==> config.mk <==
export PLATFORM = sky130hd
export DESIGN_NAME = eep_program_erase_ctrl
export DESIGN_NICKNAME = d
export VERILOG_FILES = /design/src/shared/eep_pkg.sv /design/src/core/eep_tick_gen.sv /design/src/core/eep_program_erase_ctrl.sv
export VERILOG_INCLUDE_DIRS = /design/src /design/src/shared
export SDC_FILE = /design/constraint.sdc
export NUM_CORES = 1
export LEC_CHECK = 0
export BUFFER_PORTS_ARGS = -buffer_cell sky130_fd_sc_hd__buf_2
export CAP_MARGIN = 20
export CORE_ASPECT_RATIO = 0.6
export CORE_MARGIN = 3
export CORE_UTILIZATION = 50
export DETAILED_ROUTE_END_ITERATION = 10
export PLACE_DENSITY = 0.77
export SYNTH_ARGS = -nofsm -noshare
export SYNTH_HDL_FRONTEND = slang
export SYNTH_HIERARCHICAL = 1
export SYNTH_SLANG_ARGS = --single-unit
==> constraint.sdc <==
create_clock -name aclk -period 3.25 [get_ports aclk]
set_input_delay 0.325 -clock aclk [delete_from_list [all_inputs] [get_ports aclk]]
set_output_delay 0.325 -clock aclk [all_outputs]
set_load 0.02 [all_outputs]
==> src/shared/eep_consts.svh <==
// register offsets, field positions, reset values and timing counts of the eeprom control block
`ifndef EEP_CONSTS_SVH
`define EEP_CONSTS_SVH

// ==================================================
// register byte addresses
`define EEP_ADDR_CONFIG 16'h0000
`define EEP_ADDR_PROTECT 16'h0004
`define EEP_ADDR_DIV_HIGH 16'h0008
`define EEP_ADDR_DIV_LOW 16'h000C
`define EEP_ADDR_CONTROL 16'h0010
`define EEP_ADDR_ARRAY_BASE 16'h4000
`define EEP_ARRAY_SEL_BITS 2'h1

// ==================================================
// shadow word slots within the array window
`define EEP_SHADOW_HIGH_OFS 12'hFC0
`define EEP_SHADOW_LOW_OFS 12'hFC1

// ==================================================
// field positions
`define EEP_CFG_DEBUG_LOCKOUT_DISABLE 7
`define EEP_CFG_SHADOW_HIDE 6
`define EEP_CFG_PROTECT_LOCK 1
`define EEP_PROT_SHADOW_WRITE_PROTECT 7
`define EEP_CTL_BULK_PROTECT 7
`define EEP_CTL_AUTO 5
`define EEP_CTL_BYTE 4
`define EEP_CTL_ROW 3
`define EEP_CTL_ERASE 2
`define EEP_CTL_LATCH_ENABLE 1
`define EEP_CTL_PROGRAM_VOLTAGE_ENABLE 0

// ==================================================
// reset values
`define EEP_CFG_LOW_RESET 4'hC
`define EEP_PROT_RESET 8'hFF
`define EEP_CTL_RESET 8'h80

// ==================================================
// timing: program and erase time against the self-timed pulse period
`define EEP_PROGRAM_TIME_US 10000
`define EEP_TICK_US 35
`define EEP_PROGRAM_TICKS ((`EEP_PROGRAM_TIME_US + `EEP_TICK_US - 1) / `EEP_TICK_US)

// ==================================================
// bus answers
`define EEP_RESP_OKAY 2'h0
`define EEP_RESP_SLVERR 2'h2

`endif

==> src/shared/eep_pkg.sv <==
// types shared by the eeprom control block
package eep_pkg;

    // ==================================================
    // kind of cycle presented to the array
    typedef enum logic [1:0] {
        EEP_OP_PROGRAM,
        EEP_OP_ERASE_WORD,
        EEP_OP_ERASE_ROW,
        EEP_OP_ERASE_BULK
    } eep_op_t;

endpackage

==> src/core/eep_tick_gen.sv <==
// self-timed pulse generator dividing the bus clock by the prescale divider
`timescale 1ns/1ps

module eep_tick_gen (
    // clock and reset
    input wire logic aclk,
    input wire logic aresetn,
    // control
    input wire logic run,
    input wire logic [9:0] divider,
    // pulse out
    output logic tick
);

    logic [9:0] count_reg;

    // ==================================================
    // divider counter, restarted whenever the cycle is not running
    always_ff @(posedge aclk) begin
        if (!aresetn || !run) begin
            count_reg <= 10'h000;
        end else if (count_reg + 10'h001 >= divider) begin
            count_reg <= 10'h000;
        end else begin
            count_reg <= count_reg + 10'h001;
        end
    end

    assign tick = run && (divider != 10'h000) && (count_reg + 10'h001 >= divider);

endmodule

==> src/core/eep_program_erase_ctrl.sv <==
// eeprom program and erase controller with axi4-lite register access
//
// Local design decisions: the register addresses and the AXI4-Lite slave port.
`timescale 1ns/1ps
`include "eep_consts.svh"

module eep_program_erase_ctrl (
    // clock and reset
    input wire logic aclk,
    input wire logic aresetn,
    // axi4-lite write address and data
    input wire logic [15:0] s_axi_awaddr,
    input wire logic s_axi_awvalid,
    output logic s_axi_awready,
    input wire logic [31:0] s_axi_wdata,
    input wire logic [3:0] s_axi_wstrb,
    input wire logic s_axi_wvalid,
    output logic s_axi_wready,
    // axi4-lite write response
    output logic [1:0] s_axi_bresp,
    output logic s_axi_bvalid,
    input wire logic s_axi_bready,
    // axi4-lite read
    input wire logic [15:0] s_axi_araddr,
    input wire logic s_axi_arvalid,
    output logic s_axi_arready,
    output logic [31:0] s_axi_rdata,
    output logic [1:0] s_axi_rresp,
    output logic s_axi_rvalid,
    input wire logic s_axi_rready,
    // mode and nonvolatile shadow contents
    input wire logic special_mode_n,
    input wire logic [7:0] shadow_high_in,
    input wire logic [7:0] shadow_low_in,
    // array read port
    output logic [11:0] array_raddr,
    input wire logic [7:0] array_rdata,
    // array program port
    output logic latch_enable,
    output logic program_voltage_enable,
    output logic [11:0] prog_addr,
    output logic [15:0] prog_data,
    output logic prog_word,
    output logic prog_shadow,
    output logic [1:0] prog_op,
    output logic debug_lockout_disable
);

    // ==================================================
    // state
    logic [7:0] cfg_reg;
    logic [7:0] prot_reg;
    logic [7:0] ctl_reg;
    logic [1:0] div_high_reg;
    logic [7:0] div_low_reg;
    logic div_high_locked_reg;
    logic div_low_locked_reg;
    logic load_pending_reg;
    logic [15:0] aw_addr_reg;
    logic aw_held_reg;
    logic [31:0] w_data_reg;
    logic [3:0] w_strb_reg;
    logic w_held_reg;
    logic [15:0] ar_addr_reg;
    logic rd_pending_reg;
    logic [8:0] tick_count_reg;
    logic [31:0] rdata_reg;
    logic [1:0] rresp_reg;
    logic rvalid_reg;
    logic [1:0] bresp_reg;
    logic bvalid_reg;
    logic [11:0] latch_addr_reg;
    logic [15:0] latch_data_reg;
    logic latch_word_reg;

    logic do_write;
    logic tick;
    logic cycle_done;
    logic [9:0] divider;
    logic wr_array;
    logic [11:0] wr_ofs;
    logic shadow_mapped;
    logic pgm;

    assign divider = {div_high_reg, div_low_reg};
    assign pgm = ctl_reg[`EEP_CTL_PROGRAM_VOLTAGE_ENABLE];
    assign shadow_mapped = !cfg_reg[`EEP_CFG_SHADOW_HIDE];
    assign do_write = aw_held_reg && w_held_reg && !bvalid_reg;
    assign wr_array = aw_addr_reg[15:14] == `EEP_ARRAY_SEL_BITS;
    assign wr_ofs = aw_addr_reg[13:2];

    // ==================================================
    // axi handshakes: address and data taken in either order, one write at a time
    assign s_axi_awready = !aw_held_reg && !bvalid_reg;
    assign s_axi_wready = !w_held_reg && !bvalid_reg;
    assign s_axi_arready = !rd_pending_reg && !rvalid_reg;
    assign s_axi_bvalid = bvalid_reg;
    assign s_axi_bresp = bresp_reg;
    assign s_axi_rvalid = rvalid_reg;
    assign s_axi_rdata = rdata_reg;
    assign s_axi_rresp = rresp_reg;

    always_ff @(posedge aclk) begin
        if (!aresetn) begin
            aw_held_reg <= 1'b0;
            aw_addr_reg <= 16'h0000;
        end else if (s_axi_awvalid && s_axi_awready) begin
            aw_held_reg <= 1'b1;
            aw_addr_reg <= s_axi_awaddr;
        end else if (do_write) begin
            aw_held_reg <= 1'b0;
        end
    end

    always_ff @(posedge aclk) begin
        if (!aresetn) begin
            w_held_reg <= 1'b0;
            w_data_reg <= 32'h00000000;
            w_strb_reg <= 4'h0;
        end else if (s_axi_wvalid && s_axi_wready) begin
            w_held_reg <= 1'b1;
            w_data_reg <= s_axi_wdata;
            w_strb_reg <= s_axi_wstrb;
        end else if (do_write) begin
            w_held_reg <= 1'b0;
        end
    end

    always_ff @(posedge aclk) begin
        if (!aresetn) begin
            bvalid_reg <= 1'b0;
            bresp_reg <= `EEP_RESP_OKAY;
        end else if (do_write) begin
            bvalid_reg <= 1'b1;
            if (wr_array || aw_addr_reg == `EEP_ADDR_CONFIG || aw_addr_reg == `EEP_ADDR_PROTECT
                    || aw_addr_reg == `EEP_ADDR_DIV_HIGH || aw_addr_reg == `EEP_ADDR_DIV_LOW
                    || aw_addr_reg == `EEP_ADDR_CONTROL) begin
                bresp_reg <= `EEP_RESP_OKAY;
            end else begin
                bresp_reg <= `EEP_RESP_SLVERR;
            end
        end else if (s_axi_bready) begin
            bvalid_reg <= 1'b0;
        end
    end

    // ==================================================
    // reset load of the shadow word, taken one edge after release
    always_ff @(posedge aclk) begin
        if (!aresetn) begin
            load_pending_reg <= 1'b1;
        end else begin
            load_pending_reg <= 1'b0;
        end
    end

    // ==================================================
    // module configuration: upper bits writable only in special mode
    always_ff @(posedge aclk) begin
        if (!aresetn) begin
            cfg_reg <= {4'hF, `EEP_CFG_LOW_RESET};
        end else if (load_pending_reg) begin
            cfg_reg[7:4] <= shadow_high_in[7:4];
        end else if (do_write && aw_addr_reg == `EEP_ADDR_CONFIG && w_strb_reg[0]) begin
            if (!special_mode_n) begin
                cfg_reg[7:4] <= w_data_reg[7:4];
            end
            cfg_reg[2] <= w_data_reg[2];
            cfg_reg[0] <= w_data_reg[0];
            // protect lock is write once in normal mode, free in special mode
            if (!special_mode_n || !cfg_reg[`EEP_CFG_PROTECT_LOCK]) begin
                cfg_reg[`EEP_CFG_PROTECT_LOCK] <= w_data_reg[`EEP_CFG_PROTECT_LOCK];
            end
        end
    end

    assign debug_lockout_disable = cfg_reg[`EEP_CFG_DEBUG_LOCKOUT_DISABLE];

    // ==================================================
    // block protect, frozen while programming or when locked
    always_ff @(posedge aclk) begin
        if (!aresetn) begin
            prot_reg <= `EEP_PROT_RESET;
        end else if (do_write && aw_addr_reg == `EEP_ADDR_PROTECT && w_strb_reg[0] && !pgm
                && !cfg_reg[`EEP_CFG_PROTECT_LOCK]) begin
            prot_reg <= w_data_reg[7:0];
        end
    end

    // ==================================================
    // prescale divider: shadow load at reset, write once in normal mode
    always_ff @(posedge aclk) begin
        if (!aresetn) begin
            div_high_reg <= 2'h0;
            div_high_locked_reg <= 1'b0;
        end else if (load_pending_reg) begin
            div_high_reg <= shadow_high_in[1:0];
        end else if (do_write && aw_addr_reg == `EEP_ADDR_DIV_HIGH && w_strb_reg[0]) begin
            if (!special_mode_n || !div_high_locked_reg) begin
                div_high_reg <= w_data_reg[1:0];
            end
            div_high_locked_reg <= special_mode_n;
        end
    end

    always_ff @(posedge aclk) begin
        if (!aresetn) begin
            div_low_reg <= 8'h00;
            div_low_locked_reg <= 1'b0;
        end else if (load_pending_reg) begin
            div_low_reg <= shadow_low_in;
        end else if (do_write && aw_addr_reg == `EEP_ADDR_DIV_LOW && w_strb_reg[0]) begin
            if (!special_mode_n || !div_low_locked_reg) begin
                div_low_reg <= w_data_reg[7:0];
            end
            div_low_locked_reg <= special_mode_n;
        end
    end

    // ==================================================
    // control register and cycle end
    always_ff @(posedge aclk) begin
        if (!aresetn) begin
            ctl_reg <= `EEP_CTL_RESET;
        end else if (pgm) begin
            // only the voltage enable may change during a cycle
            if (cycle_done && ctl_reg[`EEP_CTL_AUTO]) begin
                ctl_reg[`EEP_CTL_PROGRAM_VOLTAGE_ENABLE] <= 1'b0;
            end else if (do_write && aw_addr_reg == `EEP_ADDR_CONTROL && w_strb_reg[0]) begin
                ctl_reg[`EEP_CTL_PROGRAM_VOLTAGE_ENABLE] <= w_data_reg[0];
            end
        end else if (do_write && aw_addr_reg == `EEP_ADDR_CONTROL && w_strb_reg[0]) begin
            ctl_reg[5:2] <= w_data_reg[5:2];
            if (!cfg_reg[`EEP_CFG_PROTECT_LOCK]) begin
                ctl_reg[`EEP_CTL_BULK_PROTECT] <= w_data_reg[7];
            end
            if (divider != 10'h000) begin
                ctl_reg[`EEP_CTL_LATCH_ENABLE] <= w_data_reg[1];
            end
            // a zero divider would overstress the array, so no start then
            ctl_reg[`EEP_CTL_PROGRAM_VOLTAGE_ENABLE] <= w_data_reg[0] && w_data_reg[1]
                && ctl_reg[`EEP_CTL_LATCH_ENABLE] && (divider != 10'h000);
        end
    end

    assign latch_enable = ctl_reg[`EEP_CTL_LATCH_ENABLE];
    assign program_voltage_enable = pgm;

    // ==================================================
    // cycle timing from the self-timed pulses
    eep_tick_gen u_tick (
        .aclk(aclk),
        .aresetn(aresetn),
        .run(pgm),
        .divider(divider),
        .tick(tick)
    );

    always_ff @(posedge aclk) begin
        if (!aresetn || !pgm) begin
            tick_count_reg <= 9'h000;
        end else if (tick && !cycle_done) begin
            tick_count_reg <= tick_count_reg + 9'h001;
        end
    end

    assign cycle_done = tick_count_reg == 9'(`EEP_PROGRAM_TICKS);

    // ==================================================
    // address and data latch for the array cycle
    always_ff @(posedge aclk) begin
        if (!aresetn) begin
            latch_addr_reg <= 12'h000;
            latch_data_reg <= 16'h0000;
            latch_word_reg <= 1'b0;
        end else if (do_write && wr_array && latch_enable && !pgm) begin
            latch_word_reg <= w_strb_reg[1];
            latch_data_reg <= w_strb_reg[1] ? w_data_reg[15:0] : {8'h00, w_data_reg[7:0]};
            latch_addr_reg <= w_strb_reg[1] ? {wr_ofs[11:1], 1'b0} : wr_ofs;
        end
    end

    assign prog_addr = latch_addr_reg;
    assign prog_data = latch_data_reg;
    assign prog_word = latch_word_reg;
    // protected shadow word gets no flag: the flag marks a mapped, unprotected shadow word target
    assign prog_shadow = shadow_mapped && {latch_addr_reg[11:1], 1'b0} == `EEP_SHADOW_HIGH_OFS
        && !prot_reg[`EEP_PROT_SHADOW_WRITE_PROTECT];

    always_comb begin
        if (!ctl_reg[`EEP_CTL_ERASE]) begin
            prog_op = eep_pkg::EEP_OP_PROGRAM;
        end else if (ctl_reg[`EEP_CTL_BYTE]) begin
            prog_op = eep_pkg::EEP_OP_ERASE_WORD;
        end else if (ctl_reg[`EEP_CTL_ROW]) begin
            prog_op = eep_pkg::EEP_OP_ERASE_ROW;
        end else begin
            prog_op = eep_pkg::EEP_OP_ERASE_BULK;
        end
    end

    // ==================================================
    // read path: address registered, answer one cycle later
    always_ff @(posedge aclk) begin
        if (!aresetn) begin
            ar_addr_reg <= 16'h0000;
            rd_pending_reg <= 1'b0;
        end else if (s_axi_arvalid && s_axi_arready) begin
            ar_addr_reg <= s_axi_araddr;
            rd_pending_reg <= 1'b1;
        end else begin
            rd_pending_reg <= 1'b0;
        end
    end

    assign array_raddr = ar_addr_reg[13:2];

    always_ff @(posedge aclk) begin
        if (!aresetn) begin
            rvalid_reg <= 1'b0;
            rdata_reg <= 32'h00000000;
            rresp_reg <= `EEP_RESP_OKAY;
        end else if (rd_pending_reg) begin
            rvalid_reg <= 1'b1;
            rresp_reg <= `EEP_RESP_OKAY;
            if (ar_addr_reg[15:14] == `EEP_ARRAY_SEL_BITS) begin
                if (shadow_mapped && array_raddr == `EEP_SHADOW_HIGH_OFS) begin
                    rdata_reg <= {24'h000000, shadow_high_in};
                end else if (shadow_mapped && array_raddr == `EEP_SHADOW_LOW_OFS) begin
                    rdata_reg <= {24'h000000, shadow_low_in};
                end else begin
                    rdata_reg <= {24'h000000, array_rdata};
                end
            end else if (ar_addr_reg == `EEP_ADDR_CONFIG) begin
                rdata_reg <= {24'h000000, cfg_reg[7:4], 1'b1, cfg_reg[2:0]};
            end else if (ar_addr_reg == `EEP_ADDR_PROTECT) begin
                rdata_reg <= {24'h000000, prot_reg};
            end else if (ar_addr_reg == `EEP_ADDR_DIV_HIGH) begin
                rdata_reg <= {30'h00000000, div_high_reg};
            end else if (ar_addr_reg == `EEP_ADDR_DIV_LOW) begin
                rdata_reg <= {24'h000000, div_low_reg};
            end else if (ar_addr_reg == `EEP_ADDR_CONTROL) begin
                rdata_reg <= {24'h000000, ctl_reg[7], 1'b0, ctl_reg[5:0]};
            end else begin
                rdata_reg <= 32'h00000000;
                rresp_reg <= `EEP_RESP_SLVERR;
            end
        end else if (s_axi_rready) begin
            rvalid_reg <= 1'b0;
        end
    end

endmodule

==> flow_summary.json, run 1 <==
{
  "layout-drive-gt1-share_pct": 21.4,
  "crit_required_ns": 3.60,
  "clock_latency_ns": 0.42,
  "period_share_pct": 94.4,
  "powerDensity_mw_per_mm2": 534,
  "antenna_cells": 0,
  "setup_violations": 0,
  "cts_tree": "yes",
  "gp_congestion": 0.906,
  "first_iter_violations": 521,
  "cp.arrival_ns": 3.41,
  "initial_core_util_pct": 52.7,
  "clkTransAtPathRegs_ns": 0.07,
  "synthFlopType": "dfxtp_1",
  "maxSlewViolCount": 0,
  "hold_buffers": 0,
  "cts_inserted_buffers": 17,
  "wire_per_inst_um": 16.5,
  "via_per_inst": 5.51,
  "grt_use_total_pct": 23.8,
  "hp-class": "primary input to register",
  "die_area_mm2": 0.0154,
  "cts_buffer_depth": 2,
  "root_buffer": "clkbuf_16",
  "htree_levels": 4,
  "cp-start-kind": "register",
  "worst_pin_slew_ns": 0.970,
  "fmax_ghz": 0.326,
  "overflow": 0,
  "relSlewSlack_pct": 35.2,
  "hold_viol_final": 0,
  "worst_setup_path_end_kind": "register",
  "grt_max_degree": 52,
  "cts_sinks": 148,
  "fin_setup_tns_ns": 0,
  "vdd_drop_max_uv": 293,
  "crit_type": "register to register",
  "area_growth_pct": 17.7,
  "io_pins": 188,
  "skew_ns": 0.00828,
  "nets": 1076,
  "ys.warnings.count": 6,
  "syn-cell-area_mm2": 0.00696,
  "synth_cell_type_count": 67,
  "ant_nets": 0,
  "drcViolationCount": 0,
  "ys_seq_area_share_pct": 42.6,
  "antenna_found_initial": 1,
  "status": "finished, final reports clean",
  "drv_cap": 0,
  "numPortBuffers": 143,
  "routed_wl_um": 19000,
  "synth_area_per_cell_um2": 8.18,
  "die_y_um": 97.4,
  "synth_cells": 851,
  "rows": 32,
  "drtPass1Iterations": 5,
  "grt_pass1_wl_um": 29500,
  "ys_async_sr_fraction_pct": 0,
  "core_area_mm2": 0.0132,
  "first_global_vias": 5713,
  "rsz0062_at_grt": "true",
  "num_vias": 6318,
  "dp.final_hpwl_um": 13500,
  "die_w_um": 158,
  "ys_seq_elements": 148,
  "fin_cells": 1146,
  "worst-path-max-fanout": 6,
  "leakagePower_uw": 0.00349,
  "period_needed_ns": 3.07,
  "synth_edf_count": 0,
  "placed_cells": 1113
}
## layer usage
metal	vias up	track usage [%]	wire length (µm)
met3	20	6.76	2050
met5	-	0	13
met2	303	33.0	7660
met1	2890	36.7	9090
li1	3103	-	-
met4	2	4.56	147
## path summary, 6_finish.rpt
| check | end | slack (ns) | cells after the start | start |
|---|---|---|---|---|
| max | tick_count_reg[6] | 0.18 | 14 | u_tick/count_reg[0] |
| max reg2reg | tick_count_reg[6] | 0.18 | 14 | u_tick/count_reg[0] |
| min | ar_addr_reg[5] | 0.14 | 3 | s_axi_araddr[5] |
| min reg2reg | prog_data[15] | 0.45 | 2 | prog_data[15] |
## critical path: stages, from the launching register on
cell	delay, ns
dfxtp_1	0.40
ha_2	0.23
nand4_1	0.18
nor2_1	0.18
xnor2_1	0.11
ha_1	0.31
nand4_1	0.14
a211o_1	0.27
o31ai_2	0.07
o211a_1	0.22
o31a_1	0.17
buf_4	0.15
nand3_1	0.12
or3_1	0.32
a21oi_1	0.14
## final cells by class
class	instances	area (µm²)
tap	170	213
clock inverter	11	114
clock buffer	21	480
fill	1161	5020
timing repair buffer	154	811
inverter	29	109
multi-input combinational	613	3500
sequential	148	2960
## through the flow
| step | utilization (%) | hold WS, ns | cell area (µm²) | power [µW] | setup slack, ns |
|---|---|---|---|---|---|
| global placement | 57.4 | 0.443 | 7580 | 2440 | 0.360 |
| detailed placement | 57.4 | 0.447 | 7580 | 2450 | 0.219 |
| floorplan | - | 0.436 | 7050 | 2320 | 0.516 |
| global route | 62.0 | 0.131 | 8190 | 4540 | -0.00690 |
| CTS | 61.9 | 0.134 | 8180 | 4380 | 0.202 |
| finish | 62.0 | 0.141 | 8190 | 4380 | 0.182 |
## repair_timing
item | CTS | global route
endpoints found under the hold margin | 0 | 0
setup buffers | 0 | 1
endpoints found under the setup margin | 0 | 4
gates resized for setup | 0 | 2
## power breakdown
part / total [µW] / switching (µW) / internal (µW)
Combinational: 461 / 294 / 167
Sequential: 1960 / 82.2 / 1880
Clock: 1950 / 801 / 1150
## placed cells by master (no fill, tap or decap), types with 7 or more instances in the layout
master	netlist	layout
nor4_1	7	7
buf_2	3	143
nand2b_1	7	7
xor2_1	7	7
nor3_1	8	8
ha_1	13	12
buf_4	38	10
a21oi_1	110	110
nand4_1	10	10
dfxtp_1	148	148
mux2i_1	39	39
nor2_1	37	37
nand2_1	184	184
conb_1	1	26
nand3_1	26	26
o211ai_1	7	7
inv_1	27	27
o21ai_0	30	30
clkbuf_16	0	17
## synthesized netlist by cell type, types with 4 or more instances
master | n | area [µm²]
a31oi_1 | 5 | 31.3
nand4b_1 | 4 | 35.0
mux2_2 | 4 | 45.0
nor3b_1 | 6 | 45.0
mux2i_1 | 39 | 390
clkbuf_1 | 41 | 154
nor2b_1 | 5 | 31.3
xor2_1 | 7 | 61.3
nand2_1 | 184 | 691
nand4_1 | 10 | 62.6
o21ai_0 | 30 | 150
a21oi_1 | 110 | 551
nor4_1 | 7 | 43.8
buf_4 | 38 | 285
dfxtp_1 | 148 | 2960
o21ai_1 | 6 | 30.0
ha_1 | 13 | 163
nand3_1 | 26 | 130
nor2_1 | 37 | 139
o221ai_1 | 4 | 35.0
nand2b_1 | 7 | 43.8
a211oi_1 | 4 | 30.0
nand3b_1 | 4 | 30.0
nor3_1 | 8 | 40.0
o211ai_1 | 7 | 52.6
xnor2_1 | 6 | 52.6
inv_1 | 27 | 101
## cell families after synthesis
group	share of synthesized area (%)
AO/OA/AOI/OAI	15.2
AND/OR/NAND/NOR	23.4
multiplexers	6.26
adder cells (fa/ha/maj)	2.34
buffers and inverters	8.52
other	0.0539
XOR/XNOR	1.64
flip-flops	42.6
Power figures use the tool's default switching activity.
==> inputs of run 2 (changes only) <==
--- a/config.mk
+++ b/config.mk
@@ -8,11 +8,12 @@
 export LEC_CHECK = 0
 export BUFFER_PORTS_ARGS = -buffer_cell sky130_fd_sc_hd__buf_2
 export CAP_MARGIN = 20
-export CORE_ASPECT_RATIO = 0.6
+export CORE_ASPECT_RATIO = 0.8
 export CORE_MARGIN = 3
 export CORE_UTILIZATION = 50
 export DETAILED_ROUTE_END_ITERATION = 10
 export PLACE_DENSITY = 0.77
+export SETUP_SLACK_MARGIN = 0.3
 export SYNTH_ARGS = -nofsm -noshare
 export SYNTH_HDL_FRONTEND = slang
 export SYNTH_HIERARCHICAL = 1
==> run 2 against run 1 <==
  * Final cell count increased by 0.52%
  * Critical path depth did not move
  * Non-clock buffer count rose by 1
  * Clock skew up 0.0021 ns
  * Via count shrank 1.7%
  * Flip-flop and latch count is the same
  * First-iteration DRC count fell by 2.9%
  * Combinational power is 4% lower
  * Largest power group is now clock
==> flow_summary.json, run 2 (synthesis gave the netlist of run 1 again) <==
{
  "fin_setup_tns_ns": 0,
  "pwr-share-clk_pct": 46.5,
  "maxSlewViolCount": 0,
  "num_vias": 6210,
  "wire_per_inst_um": 15.7,
  "cts_inserted_buffers": 17,
  "p_int_uw": 3360,
  "via_per_inst": 5.39,
  "grt_max_degree": 61,
  "grt_pass1_wl_um": 28700,
  "period_share_pct": 91.7,
  "multi_input_area_mm2": 0.00359,
  "nFillCells": 1167,
  "status": "finished, final reports clean",
  "cp-start-kind": "register",
  "final-seq-area_mm2": 0.00297,
  "seqPwrFrac_pct": 43.6,
  "first_global_vias": 5631,
  "cts_buffer_depth": 2,
  "initial_core_util_pct": 52.6,
  "leakagePower_uw": 0.00354,
  "fmax_ghz": 0.335,
  "first_iter_violations": 506,
  "relSlewSlack_pct": 32.3,
  "power_uw": 4510,
  "die_y_um": 112,
  "die_w_um": 138,
  "dp.final_hpwl_um": 12600,
  "overflow": 0,
  "cp.arrival_ns": 3.32,
  "routed_wl_um": 18100,
  "antenna_found_initial": 1,
  "area_growth_pct": 19.9,
  "drtPass1Iterations": 5,
  "swShare_pct": 25.4,
  "final_common_cell": "nand2_1",
  "clock_latency_ns": 0.41,
  "p_switching_uw": 1150,
  "final_cell_mix": "183 x nand2_1, 143 x dfxtp_1, 143 x buf_2",
  "worst-path-max-fanout": 5,
  "core_area_mm2": 0.0132,
  "io_pins": 188,
  "root_buffer": "clkbuf_16",
  "grt_use_total_pct": 23.1,
  "crit_type": "register to register",
  "hp-class": "primary input to register",
  "worst_setup_path_end_kind": "register",
  "vdd_drop_max_uv": 385,
  "layout-drive-gt1-share_pct": 23.0,
  "hold_viol_final": 0,
  "gp_congestion": 0.881,
  "powerDensity_mw_per_mm2": 540,
  "pwr-share-comb_pct": 9.9,
  "clkTransAtPathRegs_ns": 0.06,
  "crit_required_ns": 3.59,
  "drv_cap": 0,
  "htree_levels": 4,
  "drcViolationCount": 0,
  "period_needed_ns": 2.98,
  "rows": 37,
  "antenna_cells": 0,
  "die_area_mm2": 0.0154,
  "numPortBuffers": 143,
  "worst_pin_slew_ns": 1.01,
  "ant_nets": 0,
  "setup_violations": 0,
  "nets": 1077,
  "cts_sinks": 148,
  "rsz0062_at_grt": "true",
  "skew_ns": 0.0104,
  "cts_tree": "yes"
}
## run 2: cell types whose count changed in the layout (fill, tap and decap cells not counted), sizes merged
cell,before,now
inv,33,32
buf,154,155
bufinv,1,4
clkbuf,21,18
clkinvlp,2,3
## run 2: what timing repair did
| action | CTS | global route |
|---|---|---|
| gates resized for setup | 7 | 18 |
| hold buffers | 0 | 0 |
| buffers inserted | 1 | 4 |
| gates cloned | 0 | 0 |
| pin swaps | 4 | 17 |
| setup endpoints to repair | 4 | 5 |
## run 2: routing by layer
layer,track usage [%],part of all wire [%]
met2,34.5,44
met4,4.67,0.60
met5,0,0.039
met3,6.28,9.3
met1,33.5,46
## run 2: cell type report
class	count	share of cell area, %
Multi-Input combinational cell	613	43.0
Sequential cell	148	35.7
Timing Repair Buffer	155	9.70
Clock buffer	18	5.26
Tap cell	175	2.62
Clock inverter	14	2.40
Inverter	29	1.30
## run 2: power by group through the flow
| stage | logic, µW | registers (µW) | clock network, µW |
|---|---|---|---|
| 3_5_place_dp | 433 | 2000 | 0 |
| 4_1_cts | 440 | 1960 | 2130 |
| 3_3_place_gp | 427 | 2000 | 0 |
| 6_report | 444 | 1960 | 2100 |
| 5_1_grt | 498 | 1970 | 2210 |
| 2_1_floorplan | 349 | 1970 | 0 |
## run 2: path summary, 6_finish.rpt
check | from | end | slack, ns | cells after the start
worst min-delay path | s_axi_araddr[7] | ar_addr_reg[7] | 0.14 | 3
worst max register to register | u_tick/count_reg[0] | tick_count_reg[6] | 0.27 | 14
worst max-delay path | u_tick/count_reg[0] | tick_count_reg[6] | 0.27 | 14
worst min register to register | prog_addr[0] | prog_addr[0] | 0.45 | 2
## run 2: through the flow
| stage | instance area, µm² | utilization [%] | setup WS, ns | cells | hold slack (ns) |
|---|---|---|---|---|---|
| floorplan | 7050 | - | 0.516 | 876 | 0.436 |
| global placement | 7560 | 57.1 | 0.357 | 1115 | 0.439 |
| detailed placement | 7560 | 57.1 | 0.213 | 1115 | 0.445 |
| CTS | 8220 | 62.1 | 0.313 | 1148 | 0.129 |
| global route | 8340 | 63.0 | 0.138 | 1152 | 0.143 |
| finish | 8340 | 63.0 | 0.269 | 1152 | 0.144 |
## run 2: critical path, stage by stage, from the launching register on
cell and delay (ns):
dfxtp_4 0.39, ha_4 0.15, nand4_1 0.13, nor2_2 0.18, xnor2_2 0.09, ha_1 0.31, nand4_1 0.17, a211o_1 0.32
o31ai_2 0.08, o211a_1 0.21, o31a_1 0.17, buf_6 0.12, nand3_4 0.08, or3_4 0.38, a21oi_2 0.12
==> inputs of run 3 (changes only) <==
--- a/config.mk
+++ b/config.mk
@@ -13,6 +13,7 @@
 export CORE_UTILIZATION = 50
 export DETAILED_ROUTE_END_ITERATION = 10
 export PLACE_DENSITY = 0.77
+export RECOVER_POWER = 50
 export SETUP_SLACK_MARGIN = 0.3
 export SYNTH_ARGS = -nofsm -noshare
 export SYNTH_HDL_FRONTEND = slang
==> constraint.sdc (replaced) <==
create_clock -name aclk -period 3.5 [get_ports aclk]
set_input_delay 0.35 -clock aclk [delete_from_list [all_inputs] [get_ports aclk]]
set_output_delay 0.35 -clock aclk [all_outputs]
set_load 0.02 [all_outputs]
==> run 3 against run 2 <==
  * The run now ends with max-capacitance violations, max-slew violations left
  * Final area shrank 2.4%
  * Flip-flop and latch count is the same
  * Combinational power shrank 8.3%
  * Routed wire length shrank 1.1%
  * Die area is the same
  * Utilization shrank 1.5 points
  * Clock skew is essentially flat
  * First-iteration DRC count grew 6.5%
  * Non-clock buffer count shrank 3
  * Critical path type is now primary input to register
  * Largest cell class unchanged
==> flow_summary.json, run 3 (synthesis gave the netlist of run 1 again) <==
{
  "hold_buffers": 0,
  "skew_ns": 0.0102,
  "final-seq-area_mm2": 0.00296,
  "overflow": 0,
  "power_uw": 4180,
  "first_global_vias": 5557,
  "drt-met1-wl_um": 8420,
  "fmax_ghz": 0.332,
  "crit_buf_inv": 3,
  "powerDensity_mw_per_mm2": 514,
  "nFillCells": 1186,
  "violations": "max-capacitance violations, max-slew violations",
  "leakagePower_uw": 0.00324,
  "first_iter_violations": 539,
  "fin_cells": 1149,
  "wl_met3_um": 1740,
  "numPortBuffers": 143,
  "antenna_found_initial": 0,
  "holdWs_ns": 0.166,
  "final_common_cell": "nand2_1",
  "crit_chain": "clkbuf_1 -> inv_1 -> clkbuf_2 -> a21oi_1",
  "cts_buffer_depth": 2,
  "crit_required_ns": 3.83,
  "pwr-share-comb_pct": 9.7,
  "swShare_pct": 25.5,
  "grt_pass1_wl_um": 28300,
  "top_layer_used": "met4",
  "cp_slowest_stage_delay_ns": 1.13,
  "multi_input_area_mm2": 0.00350,
  "root_buffer": "clkbuf_16",
  "period_share_pct": 86.2,
  "core_area_mm2": 0.0132,
  "worst_pin_slew_ns": 1.52,
  "io_pins": 188,
  "final_cell_mix": "184 x nand2_1, 147 x dfxtp_1, 110 x a21oi_1",
  "rows": 37,
  "worst_setup_path_end_kind": "register",
  "htree_levels": 4,
  "seqPwrFrac_pct": 43.7,
  "nets": 1074,
  "antenna_cells": 0,
  "fin_setup_tns_ns": 0,
  "dp.final_hpwl_um": 12600,
  "setup_violations": 0,
  "wire_per_inst_um": 15.6,
  "gp_congestion": 0.843,
  "grt_use_total_pct": 22.8,
  "cpLargestDelayFamily": "buffers and inverters",
  "placed_cells": 1115,
  "period_needed_ns": 3.02,
  "die_w_um": 138,
  "hp-class": "primary input to register",
  "routed_wl_um": 17900,
  "num_vias": 6243,
  "grt_max_degree": 50,
  "final_core_util_pct": 61.5,
  "pwr-share-clk_pct": 46.6,
  "via_per_inst": 5.43,
  "cp-start-kind": "primary input",
  "layout-drive-gt1-share_pct": 15.1,
  "crit_type": "primary input to register",
  "area_growth_pct": 17.0,
  "cts_tree": "yes",
  "relSlewSlack_pct": -1.57,
  "drtPass1Iterations": 5,
  "p_switching_uw": 1070,
  "dr_wl_met2_um": 7540,
  "cts_inserted_buffers": 17,
  "clock_latency_ns": 0.42,
  "clkTransAtPathRegs_ns": 0.06,
  "drcViolationCount": 0,
  "cp.arrival_ns": 3.35,
  "hold_viol_final": 0,
  "status": "finished, violations left",
  "cts_sinks": 148,
  "die_y_um": 112,
  "vdd_drop_max_uv": 328,
  "maxSlewViolCount": 50,
  "rsz0062_at_grt": "false",
  "die_area_mm2": 0.0154,
  "worst-path-max-fanout": 49,
  "ant_nets": 0,
  "initial_core_util_pct": 52.6,
  "slowest_stage": "inv_1",
  "drv_cap": 1,
  "p_int_uw": 3120
}
run 3: cell count changes in the layout (fill, tap and decap cells not counted), sizes merged:
cell	delta
buf	-64
clkbuf	+62
clkinv	-2
inv	+1
run 3: worst paths after layout:
path,startpoint,end,slack (ns),cells after the start
worst max-delay path,aresetn,w_data_reg[5],0.48,4
worst min register to register,w_data_reg[13],w_data_reg[13],0.46,2
worst max register to register,u_tick/count_reg[2],tick_count_reg[7],0.57,12
worst min-delay path,s_axi_awaddr[6],aw_addr_reg[6],0.17,3
run 3: through the flow:
step	instance area [µm²]	setup WS (ns)
6_report	8140	0.484
5_1_grt	8140	0.236
4_1_cts	8190	0.354
3_5_place_dp	7560	0.373
3_3_place_gp	7560	0.448
2_1_floorplan	7050	0.766
run 3: power by group through the flow:
stage | clock (µW) | sequential (µW) | combinational [µW]
finish | 1950 | 1830 | 407
global route | 2050 | 1840 | 454
CTS | 1980 | 1820 | 407
detailed placement | 0 | 1860 | 404
global placement | 0 | 1860 | 397
floorplan | 0 | 1830 | 324
run 3: timing repair:
action / in CTS / in global routing
gates resized for setup: 0 / 3
setup endpoints to repair: 0 / 5
setup buffers: 0 / 2
run 3: final cells by class:
| type | instances | share of cell area, % |
|---|---|---|
| multi-input combinational | 613 | 43.1 |
| inverter | 29 | 1.34 |
| sequential | 148 | 36.4 |
| tap | 175 | 2.69 |
| clock inverter | 13 | 2.40 |
| clock buffer | 19 | 5.44 |
| timing repair buffer | 152 | 8.65 |
run 3: metal layers:
layer / global-route usage [%] / vias to the layer above
li1: - / 3100
met4: 5.46 / 0
met5: 0 / -
met2: 32.9 / 261
met1: 33.2 / 2866
met3: 7.18 / 16
run 3: worst register-to-register path, cell delays in order, from the launching register on:
cell and delay, ns:
dfxtp_1 0.43, nand3_2 0.16, nor4_4 0.28, xor2_1 0.11
ha_1 0.32, nand4_1 0.15, a211o_1 0.27, o31ai_2 0.08
o211a_1 0.19, o31a_1 0.18, nand4_1 0.16, or3_1 0.38
a21oi_1 0.14
